--- src/core/ufc_pkg.sv ---
package ufc_pkg;

  ////////////////////////////////////////////////////////////////////////////
  // Register map (byte addresses, one word each)
  localparam logic [7:0] ADDR_DATA = 8'h00;
  localparam logic [7:0] ADDR_STATUS = 8'h04;
  localparam logic [7:0] ADDR_CTRL1 = 8'h08;
  localparam logic [7:0] ADDR_CTRL2 = 8'h0c;
  localparam logic [7:0] ADDR_BAUD = 8'h10;

  // Status bit positions
  localparam int ST_TDE = 0;
  localparam int ST_TXC = 1;
  localparam int ST_RXD = 2;
  localparam int ST_NEF = 3;
  localparam int ST_FEF = 4;

  // Control one bit positions
  localparam int C1_WL = 0;
  localparam int C1_TRANSMIT_ENABLE_CTL = 1;
  localparam int C1_RECEIVE_ENABLE_CTL = 2;
  localparam int C1_SEND_BREAK_CTL = 3;
  localparam int C1_TDEIE = 4;
  localparam int C1_TXCIE = 5;
  localparam int C1_RXDIE = 6;

  // Control two field position
  localparam int C2_STOP_LSB = 0;

  ////////////////////////////////////////////////////////////////////////////
  // Reset values
  localparam logic [15:0] BAUD_RST = 16'h001b;
  localparam logic [1:0] STOP_RST = 2'h0;

  // Stop length codes
  localparam logic [1:0] STOP_ONE = 2'h0;
  localparam logic [1:0] STOP_HALF = 2'h1;
  localparam logic [1:0] STOP_TWO = 2'h2;
  localparam logic [1:0] STOP_ONE_HALF = 2'h3;

  ////////////////////////////////////////////////////////////////////////////
  // Sample counts in 1/16 bit ticks, then data and frame bit counts
  localparam logic [5:0] TICKS_BIT = 6'h10;
  localparam logic [5:0] TICKS_HALF = 6'h08;
  localparam logic [5:0] TICKS_ONE_HALF = 6'h18;
  localparam logic [5:0] TICKS_TWO = 6'h20;
  localparam logic [5:0] PT_A0 = 6'h03;
  localparam logic [5:0] PT_A1 = 6'h05;
  localparam logic [5:0] PT_A2 = 6'h07;
  localparam logic [5:0] PT_MID = 6'h08;
  localparam logic [5:0] PT_DECIDE = 6'h0a;
  localparam logic [3:0] BITS_8 = 4'h8;
  localparam logic [3:0] BITS_9 = 4'h9;
  localparam logic [3:0] FRAME_8 = 4'ha;
  localparam logic [3:0] FRAME_9 = 4'hb;

  ////////////////////////////////////////////////////////////////////////////
  // State machines
  typedef enum logic [2:0] {
    TXS_OFF, TXS_PREAMBLE, TXS_READY, TXS_START, TXS_DATA, TXS_STOP,
    TXS_BRK_LOW, TXS_BRK_STOP
  } ufc_tx_state_t;

  typedef enum logic [1:0] {RXS_IDLE, RXS_START, RXS_DATA, RXS_STOP} ufc_rx_state_t;

endpackage : ufc_pkg

--- src/core/ufc_baud_gen.sv ---
`timescale 1ns/1ps
`default_nettype none

module ufc_baud_gen #(
  parameter int DIV_W = 16
) (
  // Clock and reset
  input wire logic clk_i,
  input wire logic rst_b_i,
  // Control
  input wire logic run_i,
  input wire logic [DIV_W-1:0] div_i,
  // Sixteen-per-bit sample enable
  output logic tick_o
);

  typedef struct packed {
    logic [DIV_W-1:0] cnt;
    logic tick;
  } ufc_baud_st_t;

  ufc_baud_st_t s;
  ufc_baud_st_t next_s;

  always_comb begin
    next_s = s;
    next_s.tick = 1'b0;
    if (!run_i) begin
      next_s.cnt = '0;
    end else if ((s.cnt + {{(DIV_W-1){1'b0}}, 1'b1}) >= div_i) begin
      next_s.cnt = '0;
      next_s.tick = 1'b1;
    end else begin
      next_s.cnt = s.cnt + {{(DIV_W-1){1'b0}}, 1'b1};
    end
  end

  always_ff @(posedge clk_i or negedge rst_b_i) begin
    if (!rst_b_i) begin
      s <= '0;
    end else begin
      s <= next_s;
    end
  end

  assign tick_o = s.tick;

endmodule : ufc_baud_gen

`default_nettype wire

--- src/core/ufc_core.sv ---
// The plain strobed port and the register offsets are this design's own decisions.
`timescale 1ns/1ps
`default_nettype none

// Functional notes
// - Words are 8 bits when word length select is 0, 9 when 1.
// - Transmit line is low for every start bit and high for every stop bit.
// - Idle frame is all ones: 10 bit periods for 8-bit, 11 for 9-bit.
// - Send break gives 10 or 11 low bit periods then one high stop bit.
// - Hardware clears send break as the break stop bit starts; software waits.
// - Send break cleared before the break begins sends no break.
// - Data goes out LSB first, after one start bit, before configured stop bits.
// - Stop field: 00 one, 01 half, 10 two, 11 one and a half.
// - Enabling the transmitter sends one idle frame before the first data frame.
// - A data register write into holding clears the transmit buffer empty flag; a direct load sets it.
// - Buffer empty sets when holding data moves to the shifter; may interrupt.
// - Write to idle shifter loads directly; write while busy waits in holding.
// - Complete sets at frame end with buffer empty; cleared by sequence or zero write.
// - Start candidate begins at a falling edge after three high samples.
// - Points 3,5,7,8,9,10 all zero accept start with no noise flag.
// - Two of three zeros in each group accept start and set noise flag.
// - Otherwise start detection ends silently and waits for the next falling edge.
// - Half stop bit is not sampled: no framing error, no break detection.
// - One stop bit is judged from points 8, 9 and 10.
// - One and a half stop: sample points 16-18; low means framing error.
// - Two stop bits: judge first only at 8-10, done at its end.
// - Frame end moves shifter to receive data, sets done, may interrupt.
module ufc_core #(
  parameter int DIV_W = 16
) (
  // Clock and reset
  input wire logic clk_i,
  input wire logic rst_b_i,
  // Register port
  input wire logic [7:0] addr_i,
  input wire logic [31:0] wdata_i,
  input wire logic wr_i,
  input wire logic rd_i,
  output logic [31:0] rdata_o,
  // Serial pins
  input wire logic rx_i,
  output logic tx_o,
  // Interrupt request
  output logic irq_o
);

  typedef struct packed {
    // Control
    logic wl;
    logic transmit_enable_ctl;
    logic receive_enable_ctl;
    logic send_break_ctl;
    logic tdeie;
    logic txcie;
    logic rxdie;
    logic [1:0] stop;
    logic [DIV_W-1:0] baud;
    // Transmitter
    ufc_pkg::ufc_tx_state_t tx_st;
    logic [5:0] tx_tick;
    logic [3:0] tx_bits;
    logic [8:0] tx_shift;
    logic [8:0] hold;
    logic hold_full;
    logic tde;
    logic tx_complete_flag;
    logic txd;
    // Receiver
    logic rx_s1;
    logic rx_s2;
    ufc_pkg::ufc_rx_state_t rx_st;
    logic [5:0] rx_tick;
    logic [3:0] rx_bits;
    logic [2:0] rx_hist;
    logic [1:0] za;
    logic [1:0] zb;
    logic rx_noise;
    logic [8:0] rx_shift;
    logic [8:0] rx_data;
    logic rx_done;
    logic noise_error_flag;
    logic fef;
    // Bus
    logic sts_seen;
    logic [31:0] rdata;
  } ufc_state_t;

  ufc_state_t s;
  ufc_state_t next_s;
  logic tick;
  logic [5:0] tx_lim;
  logic [5:0] p;
  logic [5:0] sp;
  logic zero_now;
  logic wr_data;
  logic rd_data;
  logic wr_sts;
  logic rd_sts;
  logic wr_ctl1;
  logic direct_ok;
  logic rx_end;
  logic tx_end;

  ////////////////////////////////////////////////////////////////////////////
  // Helpers
  function automatic logic [3:0] data_bits(input logic wl);
    data_bits = wl ? ufc_pkg::BITS_9 : ufc_pkg::BITS_8;
  endfunction : data_bits

  function automatic logic [3:0] frame_bits(input logic wl);
    frame_bits = wl ? ufc_pkg::FRAME_9 : ufc_pkg::FRAME_8;
  endfunction : frame_bits

  function automatic logic [5:0] stop_ticks(input logic [1:0] code);
    unique case (code)
      ufc_pkg::STOP_HALF: stop_ticks = ufc_pkg::TICKS_HALF;
      ufc_pkg::STOP_TWO: stop_ticks = ufc_pkg::TICKS_TWO;
      ufc_pkg::STOP_ONE_HALF: stop_ticks = ufc_pkg::TICKS_ONE_HALF;
      default: stop_ticks = ufc_pkg::TICKS_BIT;
    endcase
  endfunction : stop_ticks

  ////////////////////////////////////////////////////////////////////////////
  // Shared baud generator
  ufc_baud_gen #(
    .DIV_W(DIV_W)
  ) u_baud (
    .clk_i(clk_i),
    .rst_b_i(rst_b_i),
    .run_i(s.transmit_enable_ctl | s.receive_enable_ctl),
    .div_i(s.baud),
    .tick_o(tick)
  );

  assign wr_data = wr_i && (addr_i == ufc_pkg::ADDR_DATA);
  assign rd_data = rd_i && (addr_i == ufc_pkg::ADDR_DATA);
  assign wr_sts = wr_i && (addr_i == ufc_pkg::ADDR_STATUS);
  assign rd_sts = rd_i && (addr_i == ufc_pkg::ADDR_STATUS);
  assign wr_ctl1 = wr_i && (addr_i == ufc_pkg::ADDR_CTRL1);
  assign direct_ok = (s.tx_st == ufc_pkg::TXS_READY) && !s.hold_full && !s.send_break_ctl;
  assign tx_lim = (s.tx_st == ufc_pkg::TXS_STOP) ? stop_ticks(s.stop) : ufc_pkg::TICKS_BIT;
  assign p = s.rx_tick + 6'h01;
  assign sp = (s.stop == ufc_pkg::STOP_ONE_HALF) ? ufc_pkg::TICKS_BIT : ufc_pkg::PT_MID;
  assign zero_now = !s.rx_s2;
  // Frame end events; a flag set here wins over a software clear in the same cycle
  assign rx_end = s.receive_enable_ctl && tick && (s.rx_st == ufc_pkg::RXS_STOP) &&
    (p == ((s.stop == ufc_pkg::STOP_TWO) ? ufc_pkg::TICKS_BIT : stop_ticks(s.stop)));
  assign tx_end = s.transmit_enable_ctl && tick && (s.tx_st == ufc_pkg::TXS_STOP) && !(s.tx_tick + 6'h01 < tx_lim) && s.tde;

  ////////////////////////////////////////////////////////////////////////////
  // Next state
  always_comb begin
    next_s = s;
    next_s.rdata = 32'h0000_0000;
    next_s.rx_s1 = rx_i;
    next_s.rx_s2 = s.rx_s1;

    // Transmitter
    if (!s.transmit_enable_ctl) begin
      next_s.tx_st = ufc_pkg::TXS_OFF;
      next_s.txd = 1'b1;
    end else if (s.tx_st == ufc_pkg::TXS_OFF) begin
      next_s.tx_st = ufc_pkg::TXS_PREAMBLE;
      next_s.tx_tick = 6'h00;
      next_s.tx_bits = 4'h0;
      next_s.txd = 1'b1;
    end else if (s.tx_st == ufc_pkg::TXS_READY) begin
      next_s.tx_tick = 6'h00;
      next_s.tx_bits = 4'h0;
      if (s.send_break_ctl) begin
        next_s.tx_st = ufc_pkg::TXS_BRK_LOW;
        next_s.txd = 1'b0;
      end else if (s.hold_full) begin
        next_s.tx_st = ufc_pkg::TXS_START;
        next_s.tx_shift = s.hold;
        next_s.hold_full = 1'b0;
        next_s.tde = 1'b1;
        next_s.txd = 1'b0;
      end
    end else if (tick) begin
      if (s.tx_tick + 6'h01 < tx_lim) begin
        next_s.tx_tick = s.tx_tick + 6'h01;
      end else begin
        next_s.tx_tick = 6'h00;
        next_s.tx_bits = s.tx_bits + 4'h1;
        unique case (s.tx_st)
          ufc_pkg::TXS_PREAMBLE: begin
            if (s.tx_bits == frame_bits(s.wl) - 4'h1) begin
              next_s.tx_st = ufc_pkg::TXS_READY;
            end
          end
          ufc_pkg::TXS_START: begin
            next_s.tx_st = ufc_pkg::TXS_DATA;
            next_s.tx_bits = 4'h0;
            next_s.txd = s.tx_shift[0];
          end
          ufc_pkg::TXS_DATA: begin
            next_s.tx_shift = {1'b0, s.tx_shift[8:1]};
            next_s.txd = s.tx_shift[1];
            if (s.tx_bits == data_bits(s.wl) - 4'h1) begin
              next_s.tx_st = ufc_pkg::TXS_STOP;
              next_s.txd = 1'b1;
            end
          end
          ufc_pkg::TXS_STOP: begin
            next_s.tx_st = ufc_pkg::TXS_READY;
            if (s.tde) begin
              next_s.tx_complete_flag = 1'b1;
            end
          end
          ufc_pkg::TXS_BRK_LOW: begin
            if (s.tx_bits == frame_bits(s.wl) - 4'h1) begin
              next_s.tx_st = ufc_pkg::TXS_BRK_STOP;
              next_s.txd = 1'b1;
              next_s.send_break_ctl = 1'b0;
            end
          end
          default: begin
            next_s.tx_st = ufc_pkg::TXS_READY;
          end
        endcase
      end
    end

    // Receiver
    if (!s.receive_enable_ctl) begin
      next_s.rx_st = ufc_pkg::RXS_IDLE;
      next_s.rx_hist = 3'h0;
    end else if (tick) begin
      next_s.rx_tick = p;
      unique case (s.rx_st)
        ufc_pkg::RXS_IDLE: begin
          next_s.rx_hist = {s.rx_hist[1:0], s.rx_s2};
          if (s.rx_hist == 3'h7 && zero_now) begin
            next_s.rx_st = ufc_pkg::RXS_START;
            next_s.rx_tick = 6'h01;
            next_s.za = 2'h0;
            next_s.zb = 2'h0;
            next_s.rx_noise = 1'b0;
          end
        end
        ufc_pkg::RXS_START: begin
          if ((p == ufc_pkg::PT_A0 || p == ufc_pkg::PT_A1 || p == ufc_pkg::PT_A2) && zero_now) begin
            next_s.za = s.za + 2'h1;
          end
          if (p >= ufc_pkg::PT_MID && p <= ufc_pkg::PT_DECIDE && zero_now) begin
            next_s.zb = s.zb + 2'h1;
          end
          if (p == ufc_pkg::PT_DECIDE) begin
            if (next_s.za >= 2'h2 && next_s.zb >= 2'h2) begin
              next_s.rx_noise = !(next_s.za == 2'h3 && next_s.zb == 2'h3);
            end else begin
              next_s.rx_st = ufc_pkg::RXS_IDLE;
              next_s.rx_hist = 3'h0;
            end
          end
          if (p == ufc_pkg::TICKS_BIT) begin
            next_s.rx_st = ufc_pkg::RXS_DATA;
            next_s.rx_tick = 6'h00;
            next_s.rx_bits = 4'h0;
            next_s.zb = 2'h0;
          end
        end
        ufc_pkg::RXS_DATA: begin
          if (p >= ufc_pkg::PT_MID && p <= ufc_pkg::PT_DECIDE && zero_now) begin
            next_s.zb = s.zb + 2'h1;
          end
          if (p == ufc_pkg::TICKS_BIT) begin
            next_s.rx_shift = {(s.zb < 2'h2), s.rx_shift[8:1]};
            next_s.rx_noise = s.rx_noise || (s.zb == 2'h1) || (s.zb == 2'h2);
            next_s.rx_tick = 6'h00;
            next_s.zb = 2'h0;
            next_s.rx_bits = s.rx_bits + 4'h1;
            if (s.rx_bits == data_bits(s.wl) - 4'h1) begin
              next_s.rx_st = ufc_pkg::RXS_STOP;
            end
          end
        end
        default: begin
          if (s.stop != ufc_pkg::STOP_HALF && p >= sp && p <= sp + 6'h02 && zero_now) begin
            next_s.zb = s.zb + 2'h1;
          end
          if (p == ((s.stop == ufc_pkg::STOP_TWO) ? ufc_pkg::TICKS_BIT : stop_ticks(s.stop))) begin
            next_s.rx_st = ufc_pkg::RXS_IDLE;
            next_s.rx_hist = {3{s.rx_s2}};
            next_s.rx_data = s.wl ? s.rx_shift : {1'b0, s.rx_shift[8:1]};
            next_s.rx_done = 1'b1;
            next_s.noise_error_flag = s.rx_noise;
            next_s.fef = (s.stop != ufc_pkg::STOP_HALF) && (s.zb >= 2'h2);
          end
        end
      endcase
    end

    // Register reads
    if (rd_i) begin
      unique case (addr_i)
        ufc_pkg::ADDR_DATA: next_s.rdata = {23'h0, s.rx_data};
        ufc_pkg::ADDR_STATUS: next_s.rdata = {27'h0, s.fef, s.noise_error_flag, s.rx_done, s.tx_complete_flag, s.tde};
        ufc_pkg::ADDR_CTRL1: next_s.rdata = {25'h0, s.rxdie, s.txcie, s.tdeie, s.send_break_ctl, s.receive_enable_ctl, s.transmit_enable_ctl, s.wl};
        ufc_pkg::ADDR_CTRL2: next_s.rdata = {30'h0, s.stop};
        ufc_pkg::ADDR_BAUD: next_s.rdata = {{(32-DIV_W){1'b0}}, s.baud};
        default: next_s.rdata = 32'h0000_0000;
      endcase
    end
    if (rd_sts) begin
      next_s.sts_seen = 1'b1;
    end
    if (rd_data && !rx_end) begin
      next_s.rx_done = 1'b0;
      if (s.sts_seen) begin
        next_s.noise_error_flag = 1'b0;
        next_s.fef = 1'b0;
      end
    end
    if (rd_data) begin
      next_s.sts_seen = 1'b0;
    end

    // Register writes
    if (wr_data) begin
      next_s.sts_seen = 1'b0;
      if (s.sts_seen && !tx_end) begin
        next_s.tx_complete_flag = 1'b0;
      end
      if (direct_ok) begin
        next_s.tx_st = ufc_pkg::TXS_START;
        next_s.tx_shift = wdata_i[8:0];
        next_s.tde = 1'b1;
        next_s.txd = 1'b0;
      end else begin
        next_s.hold = wdata_i[8:0];
        next_s.hold_full = 1'b1;
        next_s.tde = 1'b0;
      end
    end
    if (wr_sts) begin
      if (!wdata_i[ufc_pkg::ST_TXC] && !tx_end) begin
        next_s.tx_complete_flag = 1'b0;
      end
      if (!wdata_i[ufc_pkg::ST_RXD] && !rx_end) begin
        next_s.rx_done = 1'b0;
      end
    end
    if (wr_ctl1) begin
      next_s.wl = wdata_i[ufc_pkg::C1_WL];
      next_s.transmit_enable_ctl = wdata_i[ufc_pkg::C1_TRANSMIT_ENABLE_CTL];
      next_s.receive_enable_ctl = wdata_i[ufc_pkg::C1_RECEIVE_ENABLE_CTL];
      next_s.send_break_ctl = wdata_i[ufc_pkg::C1_SEND_BREAK_CTL];
      next_s.tdeie = wdata_i[ufc_pkg::C1_TDEIE];
      next_s.txcie = wdata_i[ufc_pkg::C1_TXCIE];
      next_s.rxdie = wdata_i[ufc_pkg::C1_RXDIE];
    end
    if (wr_i && addr_i == ufc_pkg::ADDR_CTRL2) begin
      next_s.stop = wdata_i[ufc_pkg::C2_STOP_LSB +: 2];
    end
    if (wr_i && addr_i == ufc_pkg::ADDR_BAUD) begin
      next_s.baud = wdata_i[DIV_W-1:0];
    end
  end

  always_ff @(posedge clk_i or negedge rst_b_i) begin
    if (!rst_b_i) begin
      s <= '0;
      s.baud <= DIV_W'(ufc_pkg::BAUD_RST);
      s.stop <= ufc_pkg::STOP_RST;
      s.tde <= 1'b1;
      s.txd <= 1'b1;
      s.rx_s1 <= 1'b1;
      s.rx_s2 <= 1'b1;
    end else begin
      s <= next_s;
    end
  end

  assign rdata_o = s.rdata;
  assign tx_o = s.txd;
  assign irq_o = (s.tde && s.tdeie) || (s.tx_complete_flag && s.txcie) || (s.rx_done && s.rxdie);

  ////////////////////////////////////////////////////////////////////////////
  // Checks
  logic tx_in_stop;
  logic rx_in_stop;
  logic rx_in_start;
  assign tx_in_stop = s.tx_st == ufc_pkg::TXS_STOP;
  assign rx_in_stop = s.rx_st == ufc_pkg::RXS_STOP;
  assign rx_in_start = s.rx_st == ufc_pkg::RXS_START;
endmodule : ufc_core

`default_nettype wire

--- config.mk ---
export PLATFORM = sky130hd
export DESIGN_NAME = ufc_core
export DESIGN_NICKNAME = d
export VERILOG_FILES = /design/src/core/ufc_pkg.sv /design/src/core/ufc_baud_gen.sv /design/src/core/ufc_core.sv
export SDC_FILE = /design/constraint.sdc
export NUM_CORES = 1
export LEC_CHECK = 0
export ABC_AREA = 1
export BUFFER_PORTS_ARGS = -buffer_cell sky130_fd_sc_hd__buf_4
export CORE_MARGIN = 2
export CORE_UTILIZATION = 60
export CTS_BUF_LIST = sky130_fd_sc_hd__clkbuf_4
export DETAILED_ROUTE_END_ITERATION = 6
export PLACE_DENSITY = 0.81
export SLEW_MARGIN = 10
export SYNTH_ARGS = -nofsm -noshare
export SYNTH_HDL_FRONTEND = slang
export SYNTH_HIERARCHICAL = 1
export SYNTH_SLANG_ARGS = --single-unit
--- constraint.sdc ---
create_clock -name clk_i -period 7.1 [get_ports clk_i]
set_input_delay 0.71 -clock clk_i [delete_from_list [all_inputs] [get_ports clk_i]]
set_output_delay 0.71 -clock clk_i [all_outputs]
set_load 0.005 [all_outputs]
==> results.sh <==
export IMPL_cp_max_fo=22
export IMPL_synth_edf_count=0
export IMPL_path_cells="nand2_1, inv_1, nand2_1, nor2_2, o21ai_0, a31oi_1"
export IMPL_path_class="reg2reg"
export IMPL_cts_root_buf="clkbuf_4"
export IMPL_post_cts_buffers=0
export IMPL_grt_usage_pct=26.39
export IMPL_ant_nets=0
export IMPL_seq_power_share_pct=46.3
export IMPL_ys_flop_type="dfrtp_1"
export IMPL_min_period_over_period_pct=39.22
export IMPL_synth_area_leaders="dfrtp_1 39%, nand2_1 11%, inv_1 7.5%, ha_1 6.0%, o21ai_0 5.0%"
export IMPL_worst_pin_slew_ps=926.3
export IMPL_final_area_um2=8940
export IMPL_swShare_pct=36.02
export IMPL_outcome="finished clean"
export IMPL_maxSlewHeadroom_pct=38.25
export IMPL_cts_buffers=17
export IMPL_gp_congestion=0.9551
export IMPL_rows=43
export IMPL_power_frac_comb_pct=26.1
export IMPL_crit_buf_inv=1
export IMPL_intPower_mw=1.272
export IMPL_syn_area_um2=8362
export IMPL_fin_nets=1208
export IMPL_slowest_stage="dfrtp_1"
export IMPL_max_stage_delay_ps=770
export IMPL_clock_sinks=137
export IMPL_synth_cells=1098
export IMPL_grt_pass1_vias=6630
export IMPL_detail_route_vias_per_cell=5.416
export IMPL_setup_viol=0
export IMPL_synthArstFlopShare_pct=100.0
export IMPL_wire_per_inst_um=14.04
export IMPL_timing_fmax_mhz=359.1
export IMPL_cap_violations=0
export IMPL_grt_pass1_wl_um=31210
export IMPL_p_total_mw=1.989
export IMPL_rsz0062_at_grt="false"
export IMPL_power_density_nw_per_um2=222.5
export IMPL_yosysMostFrequentCell="nand2_1"
export IMPL_die_area_um2=14900
export IMPL_clock_latency_ps=560
export IMPL_cp_start_kind="flop"
export IMPL_worstSetupPathDepth=6
export IMPL_ir_worst_vdd_mv=0.1740
export IMPL_yosys_warnings=6
export IMPL_grt_ovfl_total=0
export IMPL_fin_tns_setup_ps=0
export IMPL_synth_top_area_cell="dfrtp_1"
export IMPL_ys_seq_elements=137
export IMPL_synth_common_cells="237 x nand2_1, 166 x inv_1, 129 x dfrtp_1, 101 x nor2_1, 84 x o21ai_0"
export IMPL_antenna_cells=0
export IMPL_drc_errors=0
export IMPL_worstPathRequired_ps=7570
export IMPL_avgSynthCellArea_um2=7.615
export IMPL_worst_endpoint_arrival_ps=3260
export IMPL_die_y_um=122.1
export IMPL_vias=7128
export IMPL_start_util_pct=60.95
export IMPL_drt_wl_total_um=18470
export IMPL_coreArea_um2=13720
export IMPL_die_width_um=122.1
export IMPL_ctsResizeCount=0
export IMPL_fin_skew_ps=19.95
export IMPL_yosysTopAreaCellShare_pct=38.61
export IMPL_cts_tree="built"
export IMPL_cts_hold_buffers_added=0
export IMPL_antenna_found_initial=0
export IMPL_finalMaxSlewViolations=0
export IMPL_hold_viol=0
export IMPL_drive_above_1_share_pct=11.80
export IMPL_htree_levels=4
export IMPL_dpl_instance_area_um2=8637
export IMPL_grt_max_degree=77
export IMPL_cpLargestDelayFamily="simple AND/OR/NAND/NOR gates"
export IMPL_cp_end_kind="flop"
export IMPL_drt_iter0_drc=618
export IMPL_instances_no_fill=1316
export IMPL_leakage_nw=4.606
export IMPL_ys_seq_area_share_pct=41.12
export IMPL_cp_common_cell="nand2_1"
export IMPL_yosysUniqueCellTypes=50
export IMPL_clkTransAtPathRegs_ps=130
export IMPL_hold_path_class="in2async"
export IMPL_syn_to_final_growth_pct=6.913
export IMPL_dpl_hpwl_um=13630
export IMPL_period_needed_ps=2785
export IMPL_io_pins=79
export IMPL_firstDrtPassIters=6
export IMPL_dp_cells=1284
export IMPL_p_clk_share_pct=27.6
export IMPL_numPortBuffers=46
export IMPL_worst_r2r_path_depth=6
export IMPL_max_clock_path_buffers=2
export IMPL_p_sw_mw=0.7164
[through the flow]
stage	hold slack [ps]	util, %	setup slack [ps]
after floorplan	345.2	-	4875
after global placement	345.9	62.95	4402
after detailed placement	349.4	62.95	4292
after CTS	109.1	65.16	4326
after global routing	123.6	65.16	4027
final	121.2	65.16	4315
[layer usage]
| layer | vias up | track usage, % | routed length (um) |
|---|---|---|---|
| li1 | 3559 | - | - |
| met1 | 3282 | 35.50 | 8298 |
| met2 | 256 | 42.63 | 8641 |
| met3 | 31 | 5.852 | 1151 |
| met4 | 0 | 8.405 | 380 |
| met5 | - | 0 | 0 |
[power by group through the flow]
stage	Clock (mW)	Sequential, mW	Combinational [mW]
after floorplan	0	0.910	0.410
after global placement	0	0.931	0.498
after detailed placement	0	0.934	0.511
after CTS	0.558	0.919	0.514
after global routing	0.594	0.929	0.596
final	0.550	0.921	0.518
[path summary, 6_finish.rpt]
kind,slack (ps),from,to
worst max-delay path,4320,u_baud/tick_o,s[35]
worst min-delay path,120,rst_b_i,s[72]
worst max register to register,4320,u_baud/tick_o,s[35]
worst min register to register,370,next_s[74],s[74]
max in group asynchronous,5640,rst_b_i,s[119]
min in group clk_i,250,rx_i,next_s[74]
[kinds of logic after synthesis]
| family | after synthesis | share of synthesized area (%) |
|---|---|---|
| AND/OR/NAND/NOR | 478 | 25.80 |
| other | 1 | 0.04485 |
| flip-flops | 137 | 41.12 |
| buffers and inverters | 233 | 12.28 |
| XOR/XNOR | 19 | 1.990 |
| adder cells (fa/ha/maj) | 40 | 5.985 |
| AO/OA/AOI/OAI | 190 | 12.78 |
[state kept, by name, indices dropped and copies added (netlist names)]
register	flops
next_s	1
rdata_o	16
u_baud/s	16
tx_o	1
u_baud/tick_o	1
s	102
[layout make-up]
type	instances	area (um^2)
clock buffer	17	127.6
clock inverter	15	175.2
fill	1194	4780
inverter	177	664.4
multi-input combinational	743	3953
sequential	137	3438
tap	180	225.2
timing repair buffer	47	356.6
[cells in the final DEF (no fill, tap or decap), types with 6 or more instances in the layout]
cell      Yosys  final
nand4_1      25     25
o22ai_1       9      9
inv_1       166    166
a31oi_1       6      6
conb_1        1     16
nor2_2        8      8
nor2_1      101    101
buf_4        35     46
dfrtp_1     129    129
nand3_2       7      7
nor3_1       12     12
o211ai_1     10     10
nand2_1     237    237
nor2_4        6      6
inv_2         9      9
o21ai_0      84     84
a21oi_1      55     55
dfstp_2       8      8
nand3_1      60     60
clkbuf_4      0     17
nand2_2       9      9
xor2_1       16     16
ha_1         40     40
No activity file was read; power rests on OpenSTA's default activity.
